**src/design/freq_threshold_cfg.svh**
```systemverilog
// Purpose: Register map, field positions, reset values and scales of the threshold outputs
// Assumes: Byte addresses on a 32-bit Avalon-MM slave, frequencies in 0.1 Hz, percent in 0.01 %
// Notes: Definitions only
`ifndef FREQ_THRESHOLD_CFG_SVH
`define FREQ_THRESHOLD_CFG_SVH

`define FT_OFS_CTRL 8'h00
`define FT_OFS_MAX_FREQ 8'h04
`define FT_OFS_APP_IND 8'h08
`define FT_OFS_APP_HYST 8'h0C
`define FT_OFS_OVER_THR 8'h10
`define FT_OFS_OVER_HYST 8'h14
`define FT_OFS_WIN_LOWER 8'h18
`define FT_OFS_WIN_UPPER 8'h1C
`define FT_OFS_WIN_HYST 8'h20
`define FT_OFS_STATUS 8'h24

`define FT_CTRL_REGULATION 0
`define FT_CTRL_APP_BREAK 1
`define FT_CTRL_OVER_BREAK 2
`define FT_CTRL_WIN_BREAK 3
`define FT_CTRL_WIN_OUTSIDE 4
`define FT_CTRL_W 5

`define FT_STAT_APP_ACTIVE 0
`define FT_STAT_OVER_ACTIVE 1
`define FT_STAT_WIN_ACTIVE 2
`define FT_STAT_APP_CONTACT 3
`define FT_STAT_OVER_CONTACT 4
`define FT_STAT_WIN_CONTACT 5

`define FT_RST_CTRL 5'h00
`define FT_RST_MAX_FREQ 14'h01F4
`define FT_RST_APP_IND 14'h26AC
`define FT_RST_APP_HYST 14'h0064
`define FT_RST_OVER_THR 14'h0064
`define FT_RST_OVER_HYST 14'h000A
`define FT_RST_WIN_LOWER 14'h0190
`define FT_RST_WIN_UPPER 14'h01F4
`define FT_RST_WIN_HYST 14'h000A

// Full scale of a percentage, 100.00 % in 0.01 % steps
`define FT_PCT_FULL 14'h2710

`endif

```
**src/design/freq_threshold_pkg.sv**
```systemverilog
// Purpose: Types shared by the threshold output block
// Assumes: 14-bit frequency and percent values
// Notes: Numbers live in freq_threshold_cfg.svh
package freq_threshold_pkg;

  typedef logic [13:0] value_t;

  // One update of the converter's internal values
  typedef struct packed {
    value_t out_freq;
    value_t freq_ref;
    value_t feedback;
    value_t setpoint;
  } drive_sample_s;

  // Contact state of the three outputs
  typedef struct packed {
    logic approach;
    logic over_freq;
    logic window;
  } contact_s;

endpackage : freq_threshold_pkg

```
**src/design/approach_band.sv**
```systemverilog
// Purpose: Approach test of a value against its reference in percent of a scale
// Assumes: Percent in 0.01 % steps, full scale 10000
// Notes: Cross-multiplied compare avoids a divider
`timescale 1ns/1ps
`default_nettype none
`include "freq_threshold_cfg.svh"
module approach_band #(
  parameter int W = 14
) (
  input wire logic [W-1:0] value,
  input wire logic [W-1:0] target,
  input wire logic [W-1:0] scale,
  input wire logic [13:0] ind_pct,
  input wire logic [13:0] hyst_pct,
  output logic within_on,
  output logic beyond_off
);

  logic [W-1:0] dev;
  logic [13:0] off_pct;
  logic [13:0] slack_on;
  logic [13:0] slack_off;
  logic [W+13:0] dev_scaled;

  always_comb begin
    dev = (value >= target) ? (value - target) : (target - value);
    off_pct = (ind_pct > hyst_pct) ? (ind_pct - hyst_pct) : 14'h0000;
    slack_on = (ind_pct < `FT_PCT_FULL) ? (`FT_PCT_FULL - ind_pct) : 14'h0000;
    slack_off = (off_pct < `FT_PCT_FULL) ? (`FT_PCT_FULL - off_pct) : 14'h0000;
    dev_scaled = (W + 14)'(dev) * (W + 14)'(`FT_PCT_FULL);
  end

  // Deviation within (100 % - indication) of scale turns on
  assign within_on = dev_scaled <= (W + 14)'(slack_on) * (W + 14)'(scale);
  // Off only past the band widened by the hysteresis
  assign beyond_off = dev_scaled > (W + 14)'(slack_off) * (W + 14)'(scale);

endmodule : approach_band
`default_nettype wire

```
**src/design/contact_latch.sv**
```systemverilog
// Purpose: Hysteresis state of one output and its contact level
// Assumes: eval is a one-cycle pulse on ref_clk
// Notes: Set has priority over clear
`timescale 1ns/1ps
`default_nettype none
module contact_latch (
  input wire logic ref_clk,
  input wire logic nrst,
  input wire logic eval,
  input wire logic set_cond,
  input wire logic clr_cond,
  input wire logic invert,
  output logic active_reg,
  output logic contact_reg
);

  logic active_next;

  always_comb begin
    active_next = active_reg;
    if (set_cond) begin
      active_next = 1'b1;
    end else if (clr_cond) begin
      active_next = 1'b0;
    end
  end

  // State only moves on an evaluation, so stale inputs between updates do nothing
  always_ff @(posedge ref_clk or negedge nrst) begin
    if (!nrst) begin
      active_reg <= 1'b0;
    end else if (eval) begin
      active_reg <= active_next;
    end
  end

  // Polarity follows the settings every cycle, so a change shows on the next edge
  always_ff @(posedge ref_clk or negedge nrst) begin
    if (!nrst) begin
      contact_reg <= 1'b0;
    end else begin
      contact_reg <= active_reg ^ invert;
    end
  end

endmodule : contact_latch
`default_nettype wire

```
**src/design/frequency_threshold_outputs.sv**
```systemverilog
// Purpose: Three relay outputs: approach to reference, over-frequency and frequency window
// Assumes: Samples come from logic on ref_clk; registers reached over Avalon-MM
// Notes: Frequencies in 0.1 Hz, percentages in 0.01 %
//
// Behaviour
// - Control mode: approach output on when frequency near reference, 1 % = fmax/100.
// - Regulation mode: approach output on when feedback within indication percent of reference.
// - Approach output turns off only beyond indication minus hysteresis.
// - Each output has selectable operating or breaking polarity, default operating.
// - Over-frequency output turns on when frequency exceeds the threshold.
// - Over-frequency output stays on until frequency falls below threshold minus hysteresis.
// - If threshold minus hysteresis is negative, turn off only at 0 Hz.
// - Window output follows whether frequency lies between lower and upper limits.
// - Rising frequency: on at lower limit, off above upper limit plus hysteresis.
// - Falling frequency: on at upper limit, off below lower limit minus hysteresis.
// - If lower limit minus hysteresis is negative, window turns off only at 0 Hz.
// - Window output selectable as contact for inside or for outside the interval.
//
// Local design decisions: the address map and register access over Avalon-MM.
`timescale 1ns/1ps
`default_nettype none
`include "freq_threshold_cfg.svh"
module frequency_threshold_outputs #(
  parameter int W = 14
) (
  input wire logic ref_clk,
  input wire logic nrst,
  input wire logic [7:0] address,
  input wire logic read,
  input wire logic write,
  input wire logic [31:0] writedata,
  output logic [31:0] readdata,
  output logic waitrequest,
  input wire logic sample_valid,
  input wire freq_threshold_pkg::drive_sample_s sample,
  output freq_threshold_pkg::contact_s contacts
);

  // Settings
  logic [`FT_CTRL_W-1:0] ctrl_reg;
  logic [W-1:0] max_freq_reg;
  logic [13:0] app_ind_reg;
  logic [13:0] app_hyst_reg;
  logic [W-1:0] over_thr_reg;
  logic [W-1:0] over_hyst_reg;
  logic [W-1:0] win_lower_reg;
  logic [W-1:0] win_upper_reg;
  logic [W-1:0] win_hyst_reg;

  // Bus handshake
  logic wait_reg;
  logic [31:0] rdata_reg;
  logic req;
  logic accept;
  logic [31:0] rdata_next;

  // Latched sample and evaluation strobe
  freq_threshold_pkg::drive_sample_s sample_reg;
  logic eval_reg;

  // Comparison terms
  logic [W-1:0] app_value;
  logic [W-1:0] app_target;
  logic [W-1:0] app_scale;
  logic app_on;
  logic app_off;
  logic over_set;
  logic over_clr;
  logic win_inside;
  logic win_clr;
  logic win_invert;
  logic [W:0] upper_plus;
  logic app_active;
  logic over_active;
  logic win_active;
  logic app_contact;
  logic over_contact;
  logic win_contact;

  assign req = read | write;
  // A request is served on the second edge it is seen, with waitrequest low in between
  assign accept = req & ~wait_reg;

  always_ff @(posedge ref_clk or negedge nrst) begin
    if (!nrst) begin
      wait_reg <= 1'b1;
    end else if (accept) begin
      wait_reg <= 1'b1;
    end else if (req) begin
      wait_reg <= 1'b0;
    end
  end

  always_comb begin
    rdata_next = 32'h0000_0000;
    unique case (address)
      `FT_OFS_CTRL: rdata_next[`FT_CTRL_W-1:0] = ctrl_reg;
      `FT_OFS_MAX_FREQ: rdata_next[W-1:0] = max_freq_reg;
      `FT_OFS_APP_IND: rdata_next[13:0] = app_ind_reg;
      `FT_OFS_APP_HYST: rdata_next[13:0] = app_hyst_reg;
      `FT_OFS_OVER_THR: rdata_next[W-1:0] = over_thr_reg;
      `FT_OFS_OVER_HYST: rdata_next[W-1:0] = over_hyst_reg;
      `FT_OFS_WIN_LOWER: rdata_next[W-1:0] = win_lower_reg;
      `FT_OFS_WIN_UPPER: rdata_next[W-1:0] = win_upper_reg;
      `FT_OFS_WIN_HYST: rdata_next[W-1:0] = win_hyst_reg;
      `FT_OFS_STATUS: begin
        rdata_next[`FT_STAT_APP_ACTIVE] = app_active;
        rdata_next[`FT_STAT_OVER_ACTIVE] = over_active;
        rdata_next[`FT_STAT_WIN_ACTIVE] = win_active;
        rdata_next[`FT_STAT_APP_CONTACT] = app_contact;
        rdata_next[`FT_STAT_OVER_CONTACT] = over_contact;
        rdata_next[`FT_STAT_WIN_CONTACT] = win_contact;
      end
      default: rdata_next = 32'h0000_0000;
    endcase
  end

  // Read data is captured one edge early so it stands when waitrequest is low
  always_ff @(posedge ref_clk or negedge nrst) begin
    if (!nrst) begin
      rdata_reg <= 32'h0000_0000;
    end else if (read && wait_reg) begin
      rdata_reg <= rdata_next;
    end
  end

  assign readdata = rdata_reg;
  assign waitrequest = wait_reg;

  // Writes land on the accepting edge; unmapped and status addresses are ignored
  logic wr_en;
  assign wr_en = accept & write;

  always_ff @(posedge ref_clk or negedge nrst) begin
    if (!nrst) begin
      ctrl_reg <= `FT_RST_CTRL;
    end else if (wr_en && address == `FT_OFS_CTRL) begin
      ctrl_reg <= writedata[`FT_CTRL_W-1:0];
    end
  end

  always_ff @(posedge ref_clk or negedge nrst) begin
    if (!nrst) begin
      max_freq_reg <= `FT_RST_MAX_FREQ;
    end else if (wr_en && address == `FT_OFS_MAX_FREQ) begin
      max_freq_reg <= writedata[W-1:0];
    end
  end

  always_ff @(posedge ref_clk or negedge nrst) begin
    if (!nrst) begin
      app_ind_reg <= `FT_RST_APP_IND;
    end else if (wr_en && address == `FT_OFS_APP_IND) begin
      app_ind_reg <= writedata[13:0];
    end
  end

  always_ff @(posedge ref_clk or negedge nrst) begin
    if (!nrst) begin
      app_hyst_reg <= `FT_RST_APP_HYST;
    end else if (wr_en && address == `FT_OFS_APP_HYST) begin
      app_hyst_reg <= writedata[13:0];
    end
  end

  always_ff @(posedge ref_clk or negedge nrst) begin
    if (!nrst) begin
      over_thr_reg <= `FT_RST_OVER_THR;
    end else if (wr_en && address == `FT_OFS_OVER_THR) begin
      over_thr_reg <= writedata[W-1:0];
    end
  end

  always_ff @(posedge ref_clk or negedge nrst) begin
    if (!nrst) begin
      over_hyst_reg <= `FT_RST_OVER_HYST;
    end else if (wr_en && address == `FT_OFS_OVER_HYST) begin
      over_hyst_reg <= writedata[W-1:0];
    end
  end

  always_ff @(posedge ref_clk or negedge nrst) begin
    if (!nrst) begin
      win_lower_reg <= `FT_RST_WIN_LOWER;
    end else if (wr_en && address == `FT_OFS_WIN_LOWER) begin
      win_lower_reg <= writedata[W-1:0];
    end
  end

  always_ff @(posedge ref_clk or negedge nrst) begin
    if (!nrst) begin
      win_upper_reg <= `FT_RST_WIN_UPPER;
    end else if (wr_en && address == `FT_OFS_WIN_UPPER) begin
      win_upper_reg <= writedata[W-1:0];
    end
  end

  always_ff @(posedge ref_clk or negedge nrst) begin
    if (!nrst) begin
      win_hyst_reg <= `FT_RST_WIN_HYST;
    end else if (wr_en && address == `FT_OFS_WIN_HYST) begin
      win_hyst_reg <= writedata[W-1:0];
    end
  end

  // Sample is held so all three tests see one consistent set of values
  always_ff @(posedge ref_clk or negedge nrst) begin
    if (!nrst) begin
      sample_reg <= '0;
    end else if (sample_valid) begin
      sample_reg <= sample;
    end
  end

  always_ff @(posedge ref_clk or negedge nrst) begin
    if (!nrst) begin
      eval_reg <= 1'b0;
    end else begin
      eval_reg <= sample_valid;
    end
  end

  // Control compares frequency to its reference in fmax percent; regulation uses 0.01 % units
  always_comb begin
    if (ctrl_reg[`FT_CTRL_REGULATION]) begin
      app_value = sample_reg.feedback;
      app_target = sample_reg.setpoint;
      app_scale = W'(`FT_PCT_FULL);
    end else begin
      app_value = sample_reg.out_freq;
      app_target = sample_reg.freq_ref;
      app_scale = max_freq_reg;
    end
  end

  approach_band #(
    .W(W)
  ) u_approach_band (
    .value(app_value),
    .target(app_target),
    .scale(app_scale),
    .ind_pct(app_ind_reg),
    .hyst_pct(app_hyst_reg),
    .within_on(app_on),
    .beyond_off(app_off)
  );

  // Floor at 0 Hz once the hysteresis reaches the threshold, so the output cannot stick on
  always_comb begin
    over_set = sample_reg.out_freq > over_thr_reg;
    if (over_thr_reg > over_hyst_reg) begin
      over_clr = sample_reg.out_freq < (over_thr_reg - over_hyst_reg);
    end else begin
      over_clr = sample_reg.out_freq == '0;
    end
  end

  // Window: on anywhere inside, so entry from below or above sets it
  always_comb begin
    upper_plus = {1'b0, win_upper_reg} + {1'b0, win_hyst_reg};
    win_inside = (sample_reg.out_freq >= win_lower_reg) &&
                 (sample_reg.out_freq <= win_upper_reg);
    win_clr = {1'b0, sample_reg.out_freq} > upper_plus;
    if (win_lower_reg > win_hyst_reg) begin
      if (sample_reg.out_freq < (win_lower_reg - win_hyst_reg)) begin
        win_clr = 1'b1;
      end
    end else if (sample_reg.out_freq == '0) begin
      win_clr = 1'b1;
    end
    // Outside mode turns the contact round before the polarity choice
    win_invert = ctrl_reg[`FT_CTRL_WIN_OUTSIDE] ^ ctrl_reg[`FT_CTRL_WIN_BREAK];
  end

  contact_latch u_app_latch (
    .ref_clk(ref_clk),
    .nrst(nrst),
    .eval(eval_reg),
    .set_cond(app_on),
    .clr_cond(app_off),
    .invert(ctrl_reg[`FT_CTRL_APP_BREAK]),
    .active_reg(app_active),
    .contact_reg(app_contact)
  );

  contact_latch u_over_latch (
    .ref_clk(ref_clk),
    .nrst(nrst),
    .eval(eval_reg),
    .set_cond(over_set),
    .clr_cond(over_clr),
    .invert(ctrl_reg[`FT_CTRL_OVER_BREAK]),
    .active_reg(over_active),
    .contact_reg(over_contact)
  );

  contact_latch u_win_latch (
    .ref_clk(ref_clk),
    .nrst(nrst),
    .eval(eval_reg),
    .set_cond(win_inside),
    .clr_cond(win_clr),
    .invert(win_invert),
    .active_reg(win_active),
    .contact_reg(win_contact)
  );

  assign contacts.approach = app_contact;
  assign contacts.over_freq = over_contact;
  assign contacts.window = win_contact;

endmodule : frequency_threshold_outputs
`default_nettype wire

```
**config.mk**
```make
export PLATFORM = sky130hd
export DESIGN_NAME = frequency_threshold_outputs
export DESIGN_NICKNAME = d
export VERILOG_FILES = /design/src/design/freq_threshold_pkg.sv /design/src/design/approach_band.sv /design/src/design/contact_latch.sv /design/src/design/frequency_threshold_outputs.sv
export VERILOG_INCLUDE_DIRS = /design/src /design/src/design
export SDC_FILE = /design/constraint.sdc
export NUM_CORES = 2
export LEC_CHECK = 0
export BUFFER_PORTS_ARGS = -buffer_cell sky130_fd_sc_hd__buf_2
export CELL_PAD_IN_SITES_DETAIL_PLACEMENT = 1
export CELL_PAD_IN_SITES_GLOBAL_PLACEMENT = 1
export CORE_UTILIZATION = 33
export DETAILED_ROUTE_END_ITERATION = 8
export GPL_TIMING_DRIVEN = 0
export PLACE_DENSITY = 0.68
export RECOVER_POWER = 25
export SYNTH_ARGS = -nofsm -noshare
export SYNTH_HDL_FRONTEND = slang
export SYNTH_HIERARCHICAL = 1
export SYNTH_SLANG_ARGS = --single-unit
```
**constraint.sdc**
```tcl
create_clock -name ref_clk -period 18.58 [get_ports ref_clk]
set_input_delay 1.858 -clock ref_clk [delete_from_list [all_inputs] [get_ports ref_clk]]
set_output_delay 1.858 -clock ref_clk [all_outputs]
set_load 0.01 [all_outputs]
```
==> out/metrics.yaml <==
status: "finished with violations"
failed_checks: "capacitance limit, slew limit"
top_usage_layer: "met2"
ys_seq_area_frac: 0.1557
max-cap-violations: 1
min_period_ns: 12.92
layout.nets: 4466
dp_hpwl_microns: 84110
clk_path_buf_depth: 2
cts_max_level: 4
synth_top_flop_cell: "dfrtp_1"
vias_per_cell: 5.222
grt_pass1_vias: 27460
fin_worst_skew_ns: 0.01531
cts-buffers-inserted: 17
finalWirelength_microns: 102700
r2r_end: "u_app_latch/active_reg$_DFFE_PN0P_"
dieArea_sq_um: 97020
cp.required_ns: 18.94
setup_violations: 0
hold_class: "reg2reg"
largest_register_ffs: 56
rr_worst_depth: 48
grtUsageMet1: 0.2898
crit_top_cell: "fa_1"
cp_max_fo: 10
yosys_warnings: 6
fin_crit_sh: 0.6956
slowest_delay_ns: 0.55
synth-seq-cells: 195
use_met2: 0.3589
criticalPathCategory: "reg2reg"
cts_resized: 0
r2r_setup_slack_ns: 5.66
syn_inst: 3448
drc: 0
drive_above_1_share: 0.1217
overflow: 0
worstPathArrival_ns: 13.28
grt_usage: 0.2146
worstMarginPinSlew_ns: 6.163
antenna_found_initial: 1
critPathLaunchType: "flop"
dr.pass1.iters: 5
r2r_start: "app_ind_reg[0]$_DFFE_PN0P_"
max_freq_mhz: 77.37
async_flop_share: 1.000
min_to: "readdata[13]$_DFFE_PN0P_"
diodes: 0
rsz0062_at_grt: "false"
hold_depth: 2
vias: 25400
synth_area_sq_um: 31610
cts.sinks: 195
max_slew_margin: -3.109
drtIter0Drc: 1342
ant_nets: 0
final_cell_mix: "543 x inv_1, 463 x ha_1, 317 x fa_1"
cts_hold_buf: 0
synth.avg_cell_area_sq_um: 9.166
clk_pin_slew_ns: 0.08
dieWidth_microns: 311.5
drv_slew: 110
cts-root-buf: "clkbuf_16"
fill_cells: 11110
gp_congestion: 0.9016
synth-edff-count: 0
ys_types: 88
final-hold-violation-count: 0
fin_tns_setup_ns: 0
fp.dieH_microns: 311.5
grt_pass1_wl_microns: 162100
critPathSlowestCell: "fa_1"
synth.largest_area_cell: "fa_1"
yosysTopAreaCellShare: 0.2008
port_buffers: 98
end_kind: "flop"
hp-start: "readdata[13]$_DFFE_PN0P_"
synth_area_leaders: "fa_1 20%, ha_1 18%, dfrtp_1 13%"
initial_utilization: 0.3331
cts_tree: "built"
area.growth.synth_to_final_pct: 8.710
core_sq_um: 94870
placementRows: 113
grt_use_met3: 0.01983
wire_per_inst_microns: 21.12
layout_commonest_cell: "inv_1"
clock_latency_ns: 0.47
ios: 137
cts_setup_buffers: 0
grt_max_degree: 110
## worst max-delay path by stage
stage	start	endpoint	slack (ns)	cells after the start
detailed placement	app_ind_reg[0]$_DFFE_PN0P_	u_app_latch/active_reg$_DFFE_PN0P_	5.65	48
floorplan	app_ind_reg[0]$_DFFE_PN0P_	u_app_latch/active_reg$_DFFE_PN0P_	7.94	48
global route	app_ind_reg[0]$_DFFE_PN0P_	u_app_latch/active_reg$_DFFE_PN0P_	4.89	48
CTS	app_ind_reg[0]$_DFFE_PN0P_	u_app_latch/active_reg$_DFFE_PN0P_	5.60	48
finish	app_ind_reg[0]$_DFFE_PN0P_	u_app_latch/active_reg$_DFFE_PN0P_	5.66	48
global placement	app_ind_reg[0]$_DFFE_PN0P_	u_app_latch/active_reg$_DFFE_PN0P_	5.68	45
## final cells by class
type,instances,area [sq um],share of cell area
Tap cell,1265,1583,0.04607
Sequential cell,195,4921,0.1432
Clock inverter,14,145.1,0.004224
Clock buffer,18,429.2,0.01249
Timing Repair Buffer,101,525.5,0.01529
Multi-Input combinational cell,2591,24080,0.7008
Inverter,543,2038,0.05932
Buffer,136,636.9,0.01854
## cells in the mapped netlist, drive strengths merged, types with 58 or more instances
cell and n:
inv 543, ha 463, fa 317, nand2 301, and2 194, mux2 191
dfrtp 162, a21oi 137, o21ai 124, nor2 115, clkbuf 76, xnor2 75
a21o 63, buf 60, xor2 58
## metrics by stage
stage	hold WS (ns)	util	instance area, sq um	setup slack [ns]	std cells
2_1_floorplan	0.4573	-	31670	7.940	3465
3_3_place_gp	0.4695	0.3557	33740	5.681	4828
3_5_place_dp	0.4717	0.3565	33820	5.651	4831
4_1_cts	0.4918	0.3626	34400	5.596	4863
5_1_grt	0.5231	0.3622	34360	4.887	4863
6_report	0.4871	0.3622	34360	5.656	4863
## metal layers
metal | vias to the layer above | wire length [microns]
met1 | 12900 | 46760
met4 | 0 | 3519
li1 | 11790 | -
met5 | - | 0
met3 | 143 | 4106
met2 | 566 | 48330
## cell families after synthesis
logic type               count (synthesis)  synth area share
XOR/XNOR                               133           0.03686
buffers and inverters                  679           0.08464
AO/OA/AOI/OAI                          550            0.1139
adder cells (fa/ha/maj)                780            0.3841
AND/OR/NAND/NOR                        887            0.1434
flip-flops                             195            0.1557
other                                    1         0.0001187
multiplexers                           223           0.08135
## worst max-delay path: cells and delay by family (launching register included)
kind                     cells  cell delay, ns
flip-flops                   1            0.47
AND/OR/NAND/NOR             11            2.19
AO/OA/AOI/OAI               17            4.26
adder cells (fa/ha/maj)     11            4.43
XOR/XNOR                     2            0.24
buffers and inverters        7            1.22
Power is left out: the tool's default activity adds up to more than one toggle a clock period on the data nets, which glitch-free logic cannot reach.
